==> config.mk <==
export PLATFORM = sky130hd
export DESIGN_NAME = bbd_top
export DESIGN_NICKNAME = d
export VERILOG_FILES = /design/src/core/bbd_pkg.sv /design/src/core/bbd_decode.sv /design/src/core/bbd_wait.sv /design/src/core/bbd_top.sv
export VERILOG_INCLUDE_DIRS = /design/src /design/src/core
export SDC_FILE = /design/constraint.sdc
export NUM_CORES = 1
export LEC_CHECK = 0
export BUFFER_PORTS_ARGS = -buffer_cell sky130_fd_sc_hd__buf_2
export CORE_MARGIN = 2
export CORE_UTILIZATION = 32
export DETAILED_ROUTE_END_ITERATION = 16
export SLEW_MARGIN = 25
export SYNTH_ARGS = -nofsm -noshare
export SYNTH_HDL_FRONTEND = slang
export SYNTH_SLANG_ARGS = --single-unit
==> constraint.sdc <==
create_clock -name clk -period 2.25 [get_ports clk]
set_clock_uncertainty 0.15 [all_clocks]
set_input_delay 0.225 -clock clk [delete_from_list [all_inputs] [get_ports clk]]
set_output_delay 0.225 -clock clk [all_outputs]
set_load 0.1 [all_outputs]
==> src/core/bbd_consts.svh <==
`ifndef BBD_CONSTS_SVH
`define BBD_CONSTS_SVH

// register port geometry
`define BBD_AW           5
`define BBD_DW           16

// register byte offsets
`define BBD_OFF_IO_CFG   5'h00
`define BBD_OFF_MEM_CFG  5'h04
`define BBD_OFF_OPT_CFG  5'h08
`define BBD_OFF_STATUS   5'h0C
`define BBD_OFF_IO_CNT   5'h10
`define BBD_OFF_MEM_CNT  5'h14
`define BBD_OFF_LAST_LO  5'h18
`define BBD_OFF_LAST_HI  5'h1C

// reset values: port block at 50 hex, global memory, hidden by phantom
`define BBD_RST_IO_SW    4'hA
`define BBD_RST_MEM_SW   12'h000
`define BBD_RST_OPT      8'h60

// option register field positions
`define BBD_OPT_WAIT_LSB 0
`define BBD_OPT_DIS      4
`define BBD_OPT_XDIS     5
`define BBD_OPT_PHD      6
`define BBD_OPT_PHE      7

// status register field positions
`define BBD_ST_IO_HIT    0
`define BBD_ST_MEM_HIT   1
`define BBD_ST_CONFLICT  2
`define BBD_ST_READY     3
`define BBD_ST_REM_LSB   4

// address bit splitting the 4K block into two 2K sockets
`define BBD_SOCK_BIT     11
// largest wait-state count the switches can ask for
`define BBD_WAIT_MAX     8

`endif

==> src/core/bbd_pkg.sv <==
package bbd_pkg;

   // one bus cycle as seen by the board
   typedef struct packed {
      logic        start;
      logic        stop;
      logic        io;
      logic        phantom_n;
      logic [23:0] addr;
   } bbd_cyc_t;

   // board select lines
   typedef struct packed {
      logic io;
      logic mem;
      logic sock_lo;
      logic sock_hi;
   } bbd_sel_t;

   // configuration switches, a 1 is a switch set to ON
   typedef struct packed {
      logic [3:0]  wait_sw;
      logic        memory_disable_option;
      logic        extended_decode_disable;
      logic        phantom_hides_memory;
      logic        phantom_shows_memory;
      logic [3:0]  io_sw;
      logic [11:0] mem_sw;
   } bbd_cfg_t;

   // ON needs a 0 on the line, OFF a 1; bits outside care always match
   function automatic logic bbd_sw_match(input logic [11:0] addr,
                                         input logic [11:0] sw,
                                         input logic [11:0] care);
      return &(~care | (addr ^ sw));
   endfunction

endpackage

==> src/core/bbd_decode.sv <==
`timescale 1ns/100ps
`include "bbd_consts.svh"
module bbd_decode
   import bbd_pkg::*;
(
   input  wire bbd_cyc_t cyc,
   input  wire bbd_cfg_t cfg,
   output bbd_sel_t      sel,
   output logic          conflict
);
   logic io_hit;
   logic mem_addr_ok;
   logic phantom_ok;

   // port block compare on address bits 7..4 only
   assign io_hit = cyc.io & bbd_sw_match({8'h00, cyc.addr[7:4]}, {8'h00, cfg.io_sw}, 12'h00F);

   // global mode drops the page bits from the compare
   assign mem_addr_ok = bbd_sw_match(cyc.addr[23:12], cfg.mem_sw,
                                     cfg.extended_decode_disable ? 12'h00F : 12'hFFF);

   // both phantom options at once is illegal; memory stays off then
   assign conflict   = cfg.phantom_hides_memory & cfg.phantom_shows_memory;
   assign phantom_ok = conflict ? 1'b0 :
                       cfg.phantom_hides_memory ? cyc.phantom_n :
                       cfg.phantom_shows_memory ? ~cyc.phantom_n : 1'b1;

   // memory answers nothing while the disable option is on
   assign sel.io      = io_hit;
   assign sel.mem     = ~cyc.io & ~cfg.memory_disable_option & mem_addr_ok & phantom_ok;
   assign sel.sock_lo = sel.mem & ~cyc.addr[`BBD_SOCK_BIT];
   assign sel.sock_hi = sel.mem & cyc.addr[`BBD_SOCK_BIT];
endmodule

==> src/core/bbd_wait.sv <==
`timescale 1ns/100ps
`include "bbd_consts.svh"
module bbd_wait #(
   parameter int WAIT_MAX = `BBD_WAIT_MAX
) (
   input  wire logic       clk,
   input  wire logic       resetn,
   input  wire logic       start,
   input  wire logic [3:0] wait_sw,
   output logic            ready,
   output logic [3:0]      remain
);
   // the counter and the decode below serve exactly eight waits
   if (WAIT_MAX != 8) begin : g_chk
      $error("bbd_wait: WAIT_MAX must be 8");
   end

   // highest ON position wins, so odd settings still give a sane count
   function automatic logic [3:0] wait_count(input logic [3:0] sw);
      casez (sw)
         4'b1???: return 4'h8;
         4'b01??: return 4'h4;
         4'b001?: return 4'h2;
         4'b0001: return 4'h1;
         default: return 4'h0;
      endcase
   endfunction

   // ready low for exactly the chosen count after a hit
   always_ff @(posedge clk or negedge resetn) begin
      if (!resetn) begin
         ready  <= 1'b1;
         remain <= 4'h0;
      end else if (start && wait_count(wait_sw) != 4'h0) begin
         ready  <= 1'b0;
         remain <= wait_count(wait_sw);
      end else if (remain == 4'h1) begin
         ready  <= 1'b1;
         remain <= 4'h0;
      end else if (remain != 4'h0) begin
         remain <= remain - 4'h1;
      end
   end
endmodule

==> src/core/bbd_top.sv <==
// Chosen here: strobed register access and the register addresses.
`timescale 1ns/100ps
`include "bbd_consts.svh"
// Operation
// - board claims one block of 16 ports on any 16-port boundary
// - port address bits 7..4 compared against four switches
// - switch ON needs a 0 on its line, OFF needs a 1
// - memory is one 4K region on any 4K boundary
// - address bits 15..12 compared against four switches
// - extended mode also matches bits 23..16, one of 256 pages
// - an option picks full 24-bit decode or lower bits only
// - memory can show only with phantom, or hide with phantom
// - disable option stops memory answering any memory cycle
// - one, two, four or eight wait states are selectable
// - global mode ignores top eight bits, block in every page
// - both phantom options off ignores phantom; both on is illegal
// - lower 2K picks one socket, upper 2K the other
// - wait states apply to port and memory cycles alike
module bbd_top
   import bbd_pkg::*;
(
   input  wire logic              clk,
   input  wire logic              resetn,
   input  wire bbd_cyc_t          cyc,
   input  wire logic [`BBD_AW-1:0] reg_addr,
   input  wire logic [`BBD_DW-1:0] reg_wdata,
   input  wire logic              reg_wr,
   input  wire logic              reg_rd,
   output logic [`BBD_DW-1:0]     reg_rdata,
   output bbd_sel_t               sel,
   output logic                   bus_ready,
   output logic                   cfg_conflict
);

   // configuration store
   logic [3:0]         io_sw;
   logic [11:0]        mem_sw;
   logic [7:0]         opt;
   bbd_cfg_t           cfg;

   // decode results for the cycle on the bus now
   bbd_sel_t           next_sel;
   logic               next_conflict;
   logic               board_hit;

   // wait-state engine
   logic [3:0]         wait_remain;

   // software-visible history
   logic               io_seen;
   logic               mem_seen;
   logic [`BBD_DW-1:0] io_count;
   logic [`BBD_DW-1:0] mem_count;
   logic [23:0]        last_addr;

   // register port strobes per register
   logic               wr_io;
   logic               wr_mem;
   logic               wr_opt;
   logic               wr_status;
   logic               wr_io_cnt;
   logic               wr_mem_cnt;

   assign wr_io      = reg_wr && reg_addr == `BBD_OFF_IO_CFG;
   assign wr_mem     = reg_wr && reg_addr == `BBD_OFF_MEM_CFG;
   assign wr_opt     = reg_wr && reg_addr == `BBD_OFF_OPT_CFG;
   assign wr_status  = reg_wr && reg_addr == `BBD_OFF_STATUS;
   assign wr_io_cnt  = reg_wr && reg_addr == `BBD_OFF_IO_CNT;
   assign wr_mem_cnt = reg_wr && reg_addr == `BBD_OFF_MEM_CNT;

   // switch image gathered into one carrier for the decoder
   always_comb begin
      cfg.wait_sw                 = opt[`BBD_OPT_WAIT_LSB +: 4];
      cfg.memory_disable_option   = opt[`BBD_OPT_DIS];
      cfg.extended_decode_disable = opt[`BBD_OPT_XDIS];
      cfg.phantom_hides_memory    = opt[`BBD_OPT_PHD];
      cfg.phantom_shows_memory    = opt[`BBD_OPT_PHE];
      cfg.io_sw                   = io_sw;
      cfg.mem_sw                  = mem_sw;
   end

   // port block switches; reset lands on the block software expects
   always_ff @(posedge clk or negedge resetn) begin
      if (!resetn) begin
         io_sw <= `BBD_RST_IO_SW;
      end else if (wr_io) begin
         io_sw <= reg_wdata[3:0];
      end
   end

   // memory block switches: 15..12 in the low nibble, 23..16 above
   always_ff @(posedge clk or negedge resetn) begin
      if (!resetn) begin
         mem_sw <= `BBD_RST_MEM_SW;
      end else if (wr_mem) begin
         mem_sw <= reg_wdata[11:0];
      end
   end

   // option switches: waits, disable, global, phantom polarity
   always_ff @(posedge clk or negedge resetn) begin
      if (!resetn) begin
         opt <= `BBD_RST_OPT;
      end else if (wr_opt) begin
         opt <= reg_wdata[7:0];
      end
   end

   // address compare for the cycle being offered
   bbd_decode u_decode (
      .cyc      (cyc),
      .cfg      (cfg),
      .sel      (next_sel),
      .conflict (next_conflict)
   );

   // either kind of hit stretches the cycle
   assign board_hit = cyc.start && (next_sel.io || next_sel.mem);

   bbd_wait #(
      .WAIT_MAX (`BBD_WAIT_MAX)
   ) u_wait (
      .clk     (clk),
      .resetn  (resetn),
      .start   (board_hit),
      .wait_sw (cfg.wait_sw),
      .ready   (bus_ready),
      .remain  (wait_remain)
   );

   // selects latched at cycle start, held to the cycle's end;
   // a start beside a stop belongs to the new cycle, so it wins
   always_ff @(posedge clk or negedge resetn) begin
      if (!resetn) begin
         sel <= '0;
      end else if (cyc.start) begin
         sel <= next_sel;
      end else if (cyc.stop) begin
         sel <= '0;
      end
   end

   // illegal phantom setting shown on a pin as well as in status
   always_ff @(posedge clk or negedge resetn) begin
      if (!resetn) begin
         cfg_conflict <= 1'b0;
      end else begin
         cfg_conflict <= next_conflict;
      end
   end

   // sticky hit flags; a hit in the clearing cycle survives
   always_ff @(posedge clk or negedge resetn) begin
      if (!resetn) begin
         io_seen  <= 1'b0;
         mem_seen <= 1'b0;
      end else begin
         if (board_hit && next_sel.io) begin
            io_seen <= 1'b1;
         end else if (wr_status && reg_wdata[`BBD_ST_IO_HIT]) begin
            io_seen <= 1'b0;
         end
         if (board_hit && next_sel.mem) begin
            mem_seen <= 1'b1;
         end else if (wr_status && reg_wdata[`BBD_ST_MEM_HIT]) begin
            mem_seen <= 1'b0;
         end
      end
   end

   // access counters; they wrap, software takes differences
   always_ff @(posedge clk or negedge resetn) begin
      if (!resetn) begin
         io_count <= '0;
      end else if (board_hit && next_sel.io) begin
         io_count <= io_count + `BBD_DW'(1);
      end else if (wr_io_cnt) begin
         io_count <= '0;
      end
   end

   always_ff @(posedge clk or negedge resetn) begin
      if (!resetn) begin
         mem_count <= '0;
      end else if (board_hit && next_sel.mem) begin
         mem_count <= mem_count + `BBD_DW'(1);
      end else if (wr_mem_cnt) begin
         mem_count <= '0;
      end
   end

   // address of the latest cycle the board claimed
   always_ff @(posedge clk or negedge resetn) begin
      if (!resetn) begin
         last_addr <= '0;
      end else if (board_hit) begin
         last_addr <= cyc.addr;
      end
   end

   // read data registered, valid only the cycle after the strobe;
   // unmapped offsets read zero so a stray read is harmless
   always_ff @(posedge clk or negedge resetn) begin
      if (!resetn) begin
         reg_rdata <= '0;
      end else if (reg_rd) begin
         case (reg_addr)
            `BBD_OFF_IO_CFG: begin
               reg_rdata <= {12'h000, io_sw};
            end
            `BBD_OFF_MEM_CFG: begin
               reg_rdata <= {4'h0, mem_sw};
            end
            `BBD_OFF_OPT_CFG: begin
               reg_rdata <= {8'h00, opt};
            end
            `BBD_OFF_STATUS: begin
               reg_rdata <= {8'h00, wait_remain, bus_ready, cfg_conflict, mem_seen, io_seen};
            end
            `BBD_OFF_IO_CNT: begin
               reg_rdata <= io_count;
            end
            `BBD_OFF_MEM_CNT: begin
               reg_rdata <= mem_count;
            end
            `BBD_OFF_LAST_LO: begin
               reg_rdata <= last_addr[15:0];
            end
            `BBD_OFF_LAST_HI: begin
               reg_rdata <= {8'h00, last_addr[23:16]};
            end
            default: begin
               reg_rdata <= '0;
            end
         endcase
      end else begin
         reg_rdata <= '0;
      end
   end

endmodule

# Word-level counts from Yosys, hierarchy flattened
# Index checks and enable logic that the tools add are counted.
[totals]
in_bits = 53
latchBits = 0
out_inout_bits = 22
word_cells = 92
register_bits = 108
mem_bits_ro = 0
n_memories = 0
mem_bits_rw = 0
[classes]
reduce_logical = 25
n_addsub = 3
n_bitwise = 15
n_lt_le_gt_ge = 0
div_mod_pow = 0
shift = 0
eq_ne = 11
n_mux = 22
n_mul = 0
[op_table]
columns = ["cell", "n"]
rows = [
  ["$pmux W16 S8", 1],
  ["$mux W16", 5],
  ["$add A16 B1 Y16 const B", 2],
  ["$eq A5 B5 Y1 const B", 4],
  ["$mux W4", 5],
  ["$pmux W4 S4", 1],
  ["$logic_and A1 B1 Y1", 12],
  ["$mux W12", 1],
  ["$not A12 Y12", 1],
  ["$or A12 B12 Y12", 1],
  ["$reduce_and A12 Y1", 1],
  ["$reduce_bool A2 Y1", 6],
  ["$xor A12 B12 Y12", 1],
  ["$eq A5 B4 Y1 const B", 2],
  ["$mux W1", 9],
  ["$eq A4 B1 Y1 const B", 2],
  ["$reduce_bool A4 Y1", 2],
  ["$and A1 B1 Y1", 7],
  ["$eq A5 B3 Y1 const B", 1],
  ["$logic_not A5 Y1", 1],
  ["$not A1 Y1", 4],
  ["$reduce_and A4 Y1", 1],
  ["$sub A4 B1 Y4 const B", 1],
  ["$xor A4 B4 Y4", 1],
  ["other kinds (4)", 4],
]

# Depth between registers and ports, before layout
# Gate-level depths: netlist of run 1.
[logic_depth]
depth_word = 10
ltp_mapped = 8
ltp_nobuf = 7

# Cells and area by module
# A second synthesis of run 1 with hierarchy kept.
[unflattened]
cells_unflattened = 510
area_unflattened_um2 = 5540.3
[by_module_without_submodules]
columns = ["module", "seq_area_each_um2", "cells_each", "area_per_inst_um2", "n_inst"]
rows = [
  ["bbd_top", 2582.5, 445, 4944.7, 1],
  ["bbd_wait", 126.4, 36, 360.3, 1],
  ["bbd_decode", 0.0, 29, 235.2, 1],
]

# Worst setup path after synthesis of run 1
# OpenSTA, ideal clock, no wires.
[synth_timing]
path_kind = "register to register"
startpoint = "register io_sw[3]"
endpoint = "register last_addr[17]"
path_stages_with_launch = 8
setup_slack_ns = -0.169
arrival_time_ns = 2.141
n_path_buf = 2
required_time_ns = 1.972
path_cell_list = "dfstp_2 xor2_1 nand2_1 or4_1 buf_2 o21ai_2 buf_2 mux2_1"
[synth_between]
elab_chain_len = 5
[synth_rtl]
columns = ["element", "line", "rtl"]
rows = [
  ["start: declaration", "bbd_top.sv:36", "logic [3:0] io_sw;"],
  ["start signal: assignment", "bbd_top.sv:85", "io_sw <= `BBD_RST_IO_SW;"],
  ["start signal: assignment", "bbd_top.sv:87", "io_sw <= reg_wdata[3:0];"],
  ["$xor A4 B4 Y4", "bbd_pkg.sv:35", "return &(~care | (addr ^ sw));"],
  ["$reduce_and A4 Y1", "bbd_pkg.sv:35", ""],
  ["$and A1 B1 Y1", "bbd_decode.sv:16", "assign io_hit = cyc.io & bbd_sw_match({8'h00, cyc.addr[7:4]}, {8'h00, cfg.io_sw}, 12'h00F);"],
  ["$logic_or A1 B1 Y1", "bbd_top.sv:118", "assign board_hit = cyc.start && (next_sel.io || next_sel.mem);"],
  ["$logic_and A1 B1 Y1", "bbd_top.sv:118", ""],
  ["end signal: assignment", "bbd_top.sv:197", "last_addr <= cyc.addr;"],
  ["end: declaration", "bbd_top.sv:54", "logic [23:0] last_addr;"],
]
# Every way passes these cells.
# A chain may end at the register's enable or synchronous reset.

# Worst setup path in the final report of run 1
[layout_timing]
startpoint = "register opt[7]"
endpoint = "register u_wait.remain[3]"
[layout_between]
elab_chain_len = 8
elab_cells_between_ends = 10
[layout_rtl]
columns = ["element", "line", "rtl"]
rows = [
  ["start: declaration", "bbd_top.sv:38", "logic [7:0] opt;"],
  ["start signal: assignment", "bbd_top.sv:103", "opt <= `BBD_RST_OPT;"],
  ["start signal: assignment", "bbd_top.sv:105", "opt <= reg_wdata[7:0];"],
  ["$mux W1", "bbd_decode.sv:26", "cfg.phantom_shows_memory ? ~cyc.phantom_n : 1'b1;"],
  ["$mux W1", "bbd_decode.sv:25", "cfg.phantom_hides_memory ? cyc.phantom_n :"],
  ["$mux W1 *", "bbd_decode.sv:24", "assign phantom_ok = conflict ? 1'b0 :"],
  ["$and A1 B1 Y1 *", "bbd_decode.sv:30", "assign sel.mem = ~cyc.io & ~cfg.memory_disable_option & mem_addr_ok & phantom_ok;"],
  ["$logic_or A1 B1 Y1 *", "bbd_top.sv:118", ""],
  ["$logic_and A1 B1 Y1 *", "bbd_top.sv:118", ""],
  ["$logic_and A1 B1 Y1 *", "bbd_wait.sv:34", "end else if (start && wait_count(wait_sw) != 4'h0) begin"],
  ["$reduce_bool A3 Y1 (no source line) / $mux W4 (equally long branches)", "--", ""],
  ["end signal: assignment", "bbd_wait.sv:36", "remain <= wait_count(wait_sw);"],
  ["end signal: assignment", "bbd_wait.sv:41", "remain <= remain - 4'h1;"],
  ["end: declaration", "bbd_wait.sv:11", "output logic [3:0] remain"],
]
# Every way passes the cells marked *; elsewhere a longest branch is shown, timed or not.

==> reports/results.ini, run 1 <==
[synth]
synthCells=457
synth.distinct_cells=52
avgSynthCellArea_um2=11.3
synth_edf_count=0
ys_ff_latch=108
syn_area_um2=5150
ys_warn_count=0
yosysTopAreaCell=dfrtp_1
netlist_top_cells_count=103 x dfrtp_1, 37 x nand2_1, 36 x mux2_1
ys_seq_area_frac=0.525
synth_most_common_cell=dfrtp_1
synth_ff_type=dfrtp_1
ys_async_sr_fraction=1.00
synth.top_cells.by_area=dfrtp_1 50%, mux2_1 7.9%, a22oi_1 3.5%
synth_nets=514
synth_top_area_frac=0.500

[routing]
drt_iter0_markers=390
wl_um=15900
vias=4434
firstDrtPassIters=6
antenna_left=0
drc=0
wire_per_inst_um=19.2
viasPerCell=5.37

[timing]
setup_tns_ns=0
rsz0062_at_grt=yes
setup_viol=0
final.setup.worst_slack_ns=0.00698
slew_viol_final=0
worstMarginPinSlew_ns=0.740
hold_viol_final=0
max_freq_ghz=0.446
period_needed_ns=2.24
slew_headroom=0.505
final.period_utilization=0.997

[run]
maxCapViolCount=0

[die]
start_util=0.326
die_w_um=131
core_area_um2=15800
fp.dieH_um=131
fp-row-count=46
die_area_um2=17100
io_pins=75

[final_layout]
area_delta_synth_final_pct=38.6
fin_util=0.452
multi_input_area_um2=2710
fillerInstances=1507
final_area_um2=7150
drive_above_1_share=0.356
diodes=0
regArea_um2=2710
fin_cells=825
nNetsFinal=661

[place]
pre_cts_ws_ns=-0.0731
globalplace.congestion=0.854
port_buffers=70
dpl_cell_area_um2=6140
dp_hpwl_um=11300
dp_cells=772

[power]
comb_power_share=0.219
seqPwrFrac=0.481
power.density_nw_per_um2=763
p_leak_uw=0.00322
p_sw_frac=0.295
intPower_uw=3850
clockPowerShare=0.300
vdd_drop_max_v=0.000412
switchingPower_uw=1610

[global_routing]
antenna_found_initial=0
grt-ovfl-total=0
grt_use_total=0.193
grt_pass1_vias=4484
grt_max_degree=45
grt_pass1_wl_um=24500

[critical_path]
endpoint_kind=flop
cp_max_fo=4
crit_arrival_ns=2.34
cpPeakStageDelay_ns=0.38
crit_buf_inv=0
cp_top_family=simple AND/OR/NAND/NOR gates
criticalPathCategory=flop to flop
crit_chain=mux2_4 > nor4_4 > nand4_1 > or2_4 > a21oi_4 > mux2_4
cp.required_ns=2.35
crit_path_frequent_cell=mux2_4
crit_path_start_kind=flop
cpMaxStageDelayCell=dfrtp_1

[cts]
clockBufferDepth=2
cts-root-buf=clkbuf_16
numCtsBuffers=9
cts_tree=yes
h-tree-depth=3
clock_sinks=108
clock_latency_ns=0.36
path_clk_slew_ns=0.08

[hold_path]
hp-class=primary input to flop

[status]
outcome=complete, no violations

==> layer usage <==
| layer | global-route usage | part of all wire |
|---|---|---|
| met5 | 0 | 0 |
| met4 | 0.0826 | 0.029 |
| met3 | 0.0497 | 0.061 |
| met2 | 0.298 | 0.46 |
| met1 | 0.257 | 0.45 |
==> sequential cells by signal, summed over array words and instances (netlist names) <==
| register | cells |
|---|---|
| last_addr | 24 |
| io_count | 16 |
| mem_count | 16 |
| reg_rdata | 16 |
| mem_sw | 12 |
| opt | 8 |
| io_sw | 4 |
| sel | 4 |
| u_wait.remain | 4 |
| cfg_conflict | 1 |
| io_seen | 1 |
| mem_seen | 1 |
| u_wait.ready | 1 |
==> logic make-up after synthesis <==
| kind of cell | share of synthesized area |
|---|---|
| and+or+nand+nor | 0.145 |
| AOI/OAI and AO/OA | 0.158 |
| DFF | 0.525 |
| muxes | 0.117 |
| buffers and inverters | 0.0175 |
| xor gates and xnor gates | 0.0272 |
| adders and majority gates | 0.00971 |
==> worst reg2reg max path: stages, from the launching register on <==
cell     delay (ns)
dfrtp_1        0.38
mux2_4         0.29
nor4_4         0.25
nand4_1        0.24
or2_4          0.36
a21oi_4        0.15
mux2_4         0.31
==> power groups by stage <==
stage	combinational (uW)	sequential (uW)	clock [uW]
3_3_place_gp	923	2620	0
5_1_grt	1310	2660	1750
3_5_place_dp	952	2630	0
2_1_floorplan	573	2580	0
6_report	1190	2620	1630
4_1_cts	1020	2600	1660
==> final cells by class <==
class,instances,area share
Timing Repair Buffer,152,0.160
Clock inverter,7,0.0105
Sequential cell,108,0.379
Inverter,5,0.00263
Clock buffer,9,0.0315
Multi-Input combinational cell,328,0.379
Tap cell,216,0.0378
==> repair_timing <==
action,4_1_cts,5_1_grt
gates resized for setup,10,60
setup buffers,0,2
pin swaps,3,9
endpoints found under the setup margin,39,48
hold endpoints to repair,80,0
hold buffers,35,0
==> worst paths after layout <==
kind | from | end | slack, ns | cells past startpoint
worst min register to register | sel[2] | sel[2] | 0.33 | 2
max in group asynchronous | resetn | reg_rdata[10] | 1.03 | 3
worst max-delay path | opt[7] | u_wait.remain[3] | 0.007 | 6
worst max register to register | opt[7] | u_wait.remain[3] | 0.007 | 6
min in group asynchronous | resetn | reg_rdata[2] | 0.27 | 2
worst min-delay path | reg_wdata[1] | mem_sw[1] | 0.02 | 2
==> through the flow <==
step	hold WS (ns)	power [uW]
global route	0.00391	5730
finish	0.0243	5450
CTS	0.00444	5280
global placement	0.130	3540
floorplan	-0.221	3160
detailed placement	0.143	3590
==> cell usage in the layout (no fill, tap or decap), drive strengths merged, types with 5 or more instances in the layout <==
cell type and count:
dfrtp 103, buf 117, a21oi 13, dfstp 5, a22oi 24, nor2 24
a31oi 9, inv 7, a222oi 8, a221oi 5, nor4 9, nand2b 7
clkbuf 9, and3 14, or3 5, nand3 17, nor3 12, a221o 6
a22o 5, mux2 52, nand2 37, a211o 5, dlygate4sd3 35, xnor2 13
o21ai 20
(Power assumes the default switching activity.)
==> inputs of run 2 (changes only) <==
CORE_ASPECT_RATIO = 0.9   (was default)
==> reports/results.ini, run 2 (synthesized netlist as in run 1, its figures left out) <==
[critical_path]
cp_max_fo=20
criticalPathCategory=flop to flop
r2r-end=last_addr[2]
cp_top_family=simple AND/OR/NAND/NOR gates
cpPeakStageDelay_ns=0.54
cp.required_ns=2.34
ff2ff_setup_slack_ns=0.002
cpMaxStageDelayCell=dfstp_2
endpoint_kind=flop
crit_arrival_ns=2.33
crit_path_start_kind=flop
crit_chain=xor2_1 > nand2_1 > or4_4 > o21ai_2 > buf_12 > mux2_1
ff2ff_path_depth=6
crit_buf_inv=1
rr_startpoint=io_sw[3]

[final_layout]
final_common_cell=dfrtp_1
largest_register=last_addr
area_delta_synth_final_pct=32.5
diodes=0
largest_reg_flops=24
final_area_um2=6830
drive_above_1_share=0.302
nNetsFinal=654
mostFrequentLayoutCells=103 x dfrtp_1, 67 x buf_2, 44 x buf_4, 37 x nand2_1, 34 x mux2_1

[die]
die_area_um2=17100
core_area_um2=16000
start_util=0.323
fp-row-count=44
die_w_um=138
io_pins=75
fp.dieH_um=124

[place]
dp_hpwl_um=11300
dpl_cell_area_um2=6100
globalplace.congestion=0.843
port_buffers=70
pre_cts_ws_ns=-0.0736

[timing]
hold_viol_final=0
setup_tns_ns=0
slew_viol_final=0
rsz0062_at_grt=yes
setup_viol=0
max_freq_ghz=0.445
slew_headroom=0.475
final.setup.worst_slack_ns=0.00239
hold_slack_ns=0.0169
final.period_utilization=0.999
period_needed_ns=2.25
worstMarginPinSlew_ns=0.785

[global_routing]
grt-ovfl-total=0
grt_max_degree=49
grt_pass1_wl_um=24200
grt_pass1_vias=4417
grt_use_total=0.184
antenna_found_initial=0

[power]
total_power_uw=5270
comb_power_share=0.197
p_sw_frac=0.291
p_leak_uw=0.00313
seqPwrFrac=0.493
switchingPower_uw=1530
intPower_uw=3740
power.density_nw_per_um2=772
vdd_drop_max_v=0.000451
clockPowerShare=0.311

[hold_path]
hp-class=primary input to flop
hold_path_end=io_sw[0]
min_path_cells=2
hold_path.startpoint=reg_wdata[0]

[routing]
wl_um=15600
antenna_left=0
wire_per_inst_um=19.3
firstDrtPassIters=5
vias=4519
drc=0
viasPerCell=5.59
drt_iter0_markers=396

[cts]
clockBufferDepth=2
clock_sinks=108
numCtsBuffers=9
cts-root-buf=clkbuf_16
clock_latency_ns=0.35
cts_tree=yes
path_clk_slew_ns=0.07
h-tree-depth=3

[status]
outcome=complete, no violations

[run]
maxCapViolCount=0

## run 2: changes by cell type in the layout (fill, tap and decap cells not counted), moves of 3 or more
cell           previous run  this run
nor3_4                    3         0
buf_12                    6         3
dlygate4sd3_1            35        29
mux2_1                   11        34
nor3_1                    5         9
buf_4                    39        44
mux2_4                   25         1
## run 2: layout make-up
type                            instances  area (um^2)
Inverter                                5         18.8
Tap cell                              207          259
Sequential cell                       108         2710
Timing Repair Buffer                  145         1040
Fill cell                            1554         9130
Multi-Input combinational cell        328         2500
Clock buffer                           12          256
Clock inverter                          4         47.5
## run 2: routing by layer
metal | up-vias | global-route usage | routed length, um
met1 | 2291 | 0.267 | 7190
met5 | - | 0 | 0
li1 | 2021 | - | -
met2 | 192 | 0.286 | 7200
met3 | 15 | 0.0330 | 1060
met4 | 0 | 0.0426 | 188
## run 2: power groups by stage
stage	logic, uW	clock network (uW)	registers, uW
after detailed placement	947	0	2630
after floorplan	573	0	2580
after global placement	910	0	2610
after CTS	1000	1670	2590
final	1040	1640	2600
after global routing	1130	1740	2640
## run 2: worst max-delay path by stage
| stage | startpoint | end | slack, ns | cells past startpoint |
|---|---|---|---|---|
| 6_report | io_sw[3] | last_addr[2] | 0.002 | 6 |
| 5_1_grt | cyc[22] | last_addr[17] | -0.08 | 8 |
| 4_1_cts | cyc[15] | mem_count[5] | 0.0004 | 9 |
| 3_5_place_dp | io_sw[3] | io_count[12] | -0.07 | 6 |
| 3_3_place_gp | io_sw[3] | io_count[12] | -0.05 | 6 |
| 2_1_floorplan | io_sw[3] | last_addr[10] | -0.05 | 7 |
## run 2: stage by stage
stage          utilization  instances
3_5_place_dp         0.382        762
5_1_grt              0.428        809
3_3_place_gp         0.382        762
6_report             0.428        809
2_1_floorplan            -        457
4_1_cts              0.421        808
## run 2: repair_timing
action,CTS,global route
setup buffers,0,3
pin swaps,3,7
resized for setup,7,20
cloned,0,0
endpoints found under the hold margin,78,0
hold buffers,30,0
endpoints found under the setup margin,42,48
==> inputs of run 3 (changes only) <==
SETUP_SLACK_MARGIN = 0.05   (was default)
SYNTH_HIERARCHICAL = 1   (was default)
==> reports/results.ini, run 3 <==
[cts]
cts-root-buf=clkbuf_16
h-tree-depth=3
clock_sinks=108
clock_latency_ns=0.35
path_clk_slew_ns=0.07
clockBufferDepth=2
numCtsBuffers=9
cts_tree=yes

[power]
power.density_nw_per_um2=805
p_leak_uw=0.00326
vdd_drop_max_v=0.000480

[critical_path]
rr_startpoint=opt[7]
cp_max_fo=13
cp.required_ns=2.34
endpoint_kind=flop
criticalPathCategory=flop to flop
crit_arrival_ns=2.40
crit_path_start_kind=flop
ff2ff_setup_slack_ns=-0.06
ff2ff_path_depth=8
crit_start=opt[7]
crit_end=last_addr[1]
r2r-end=last_addr[1]

[synth]
syn_area_um2=5540
synth_ff_type=dfrtp_1
synth_edf_count=0
synth.top_cells.by_area=dfrtp_1 47%, mux2_2 6.1%, mux2_1 4.5%
synth.distinct_cells=66
ys_seq_area_frac=0.489
ys_ff_latch=108
synth_top_area_frac=0.465
synthCells=510
synth_most_common_cell=dfrtp_1
ys_warn_count=6
netlist_top_cells_count=103 x dfrtp_1, 34 x nand2_1, 30 x mux2_2
yosysTopAreaCell=dfrtp_1
ys_async_sr_fraction=1.00
synth_nets=568
avgSynthCellArea_um2=10.9

[die]
die_w_um=143
start_util=0.328
io_pins=75
fp.dieH_um=129
fp-row-count=45
die_area_um2=18400
core_area_um2=16900

[timing]
worstMarginPinSlew_ns=0.701
slew_headroom=0.532
period_needed_ns=2.31
hold_viol_final=0
setup_viol=31
slew_viol_final=0
rsz0062_at_grt=yes
hold_slack_ns=0.00646
setup_tns_ns=-1.42
final.period_utilization=1.03
final.setup.worst_slack_ns=-0.0613
max_freq_ghz=0.433

[hold_path]
hp-class=primary input to flop

[global_routing]
grt_max_degree=48
antenna_found_initial=0
grt_use_total=0.177
grt_pass1_wl_um=25000
grt-ovfl-total=0
grt_pass1_vias=4672

[status]
violations=negative setup slack
outcome=complete, but fails checks

[routing]
vias=4664
drc=0
antenna_left=0
viasPerCell=5.49
wl_um=15700
drt_iter0_markers=520
wire_per_inst_um=18.5
firstDrtPassIters=5

[final_layout]
diodes=0
largest_reg_flops=24
nNetsFinal=691
final_common_cell=dfrtp_1
fin_cells=849
drive_above_1_share=0.292
mostFrequentLayoutCells=103 x dfrtp_1, 69 x buf_2, 38 x buf_4, 33 x nand2_1, 32 x dlygate4sd3_1
area_delta_synth_final_pct=27.5
largest_register=last_addr

[run]
maxCapViolCount=0

[place]
globalplace.congestion=0.912
port_buffers=70
dp_hpwl_um=11600
dp_cells=798

[run 3: worst min-delay path by stage]
stage,slack [ns],from,end,cells past startpoint
final,0.006,cyc[19],last_addr[19],2
after global routing,0.002,cyc[19],last_addr[19],2
after detailed placement,0.09,resetn,last_addr[2],1
after global placement,0.09,resetn,last_addr[2],1
after floorplan,-0.22,resetn,cfg_conflict,0
after CTS,-0.007,cyc[19],last_addr[19],2
[run 3: final cells by class]
class	instances	area, um^2
Timing Repair Buffer	145	1040
Fill cell	1622	9830
Inverter	5	18.8
Multi-Input combinational cell	364	2710
Clock inverter	4	73.8
Sequential cell	108	2710
Clock buffer	12	246
Tap cell	211	264
[run 3: report_power, final]
group	total [uW]	leakage [uW]	internal [uW]	switching (uW)
Sequential	2670	0.00142	2320	349
Clock	1730	0.000157	1010	724
Combinational	1280	0.00169	645	636
Total	5690	0.00326	3980	1710
[run 3: critical path, cell delays in order (launching register included)]
cell,delay (ns)
dfrtp_1,0.39
mux2i_2,0.19
nand4_1,0.13
or4_4,0.46
nor2_4,0.10
nand2_1,0.10
nand2_4,0.15
buf_12,0.17
mux2_2,0.34
[run 3: repair_timing]
action / 4_1_cts / 5_1_grt
endpoints found under the hold margin: 77 / 0
setup endpoints to repair: 42 / 55
hold buffers: 32 / 0
buffers inserted: 3 / 0
gates resized for setup: 12 / 4
pin swaps: 2 / 4
[run 3: metal layers]
| layer | GRT usage | vias up | part of all wire |
|---|---|---|---|
| met3 | 0.0443 | 18 | 0.051 |
| li1 | - | 2164 | - |
| met2 | 0.288 | 124 | 0.48 |
| met1 | 0.235 | 2358 | 0.46 |
| met4 | 0.0495 | 0 | 0.015 |
| met5 | 0 | - | 0 |
[run 3: logic make-up after synthesis]
kind of cell | share of synthesized area
adders and majority gates | 0.0113
AOI/OAI and AO/OA | 0.139
DFF | 0.489
buffers and inverters | 0.0332
muxes | 0.144
xor gates and xnor gates | 0.0316
and+or+nand+nor | 0.152
[run 3: per-stage QoR]
| stage | area [um^2] | power (uW) | setup WS [ns] | utilization |
|---|---|---|---|---|
| 2_1_floorplan | 5560 | 3410 | -0.00456 | - |
| 3_3_place_gp | 6340 | 3840 | -0.0956 | 0.375 |
| 3_5_place_dp | 6340 | 3910 | -0.128 | 0.375 |
| 4_1_cts | 7050 | 5710 | -0.0640 | 0.417 |
| 5_1_grt | 7070 | 5960 | -0.175 | 0.418 |
| 6_report | 7070 | 5690 | -0.0613 | 0.418 |
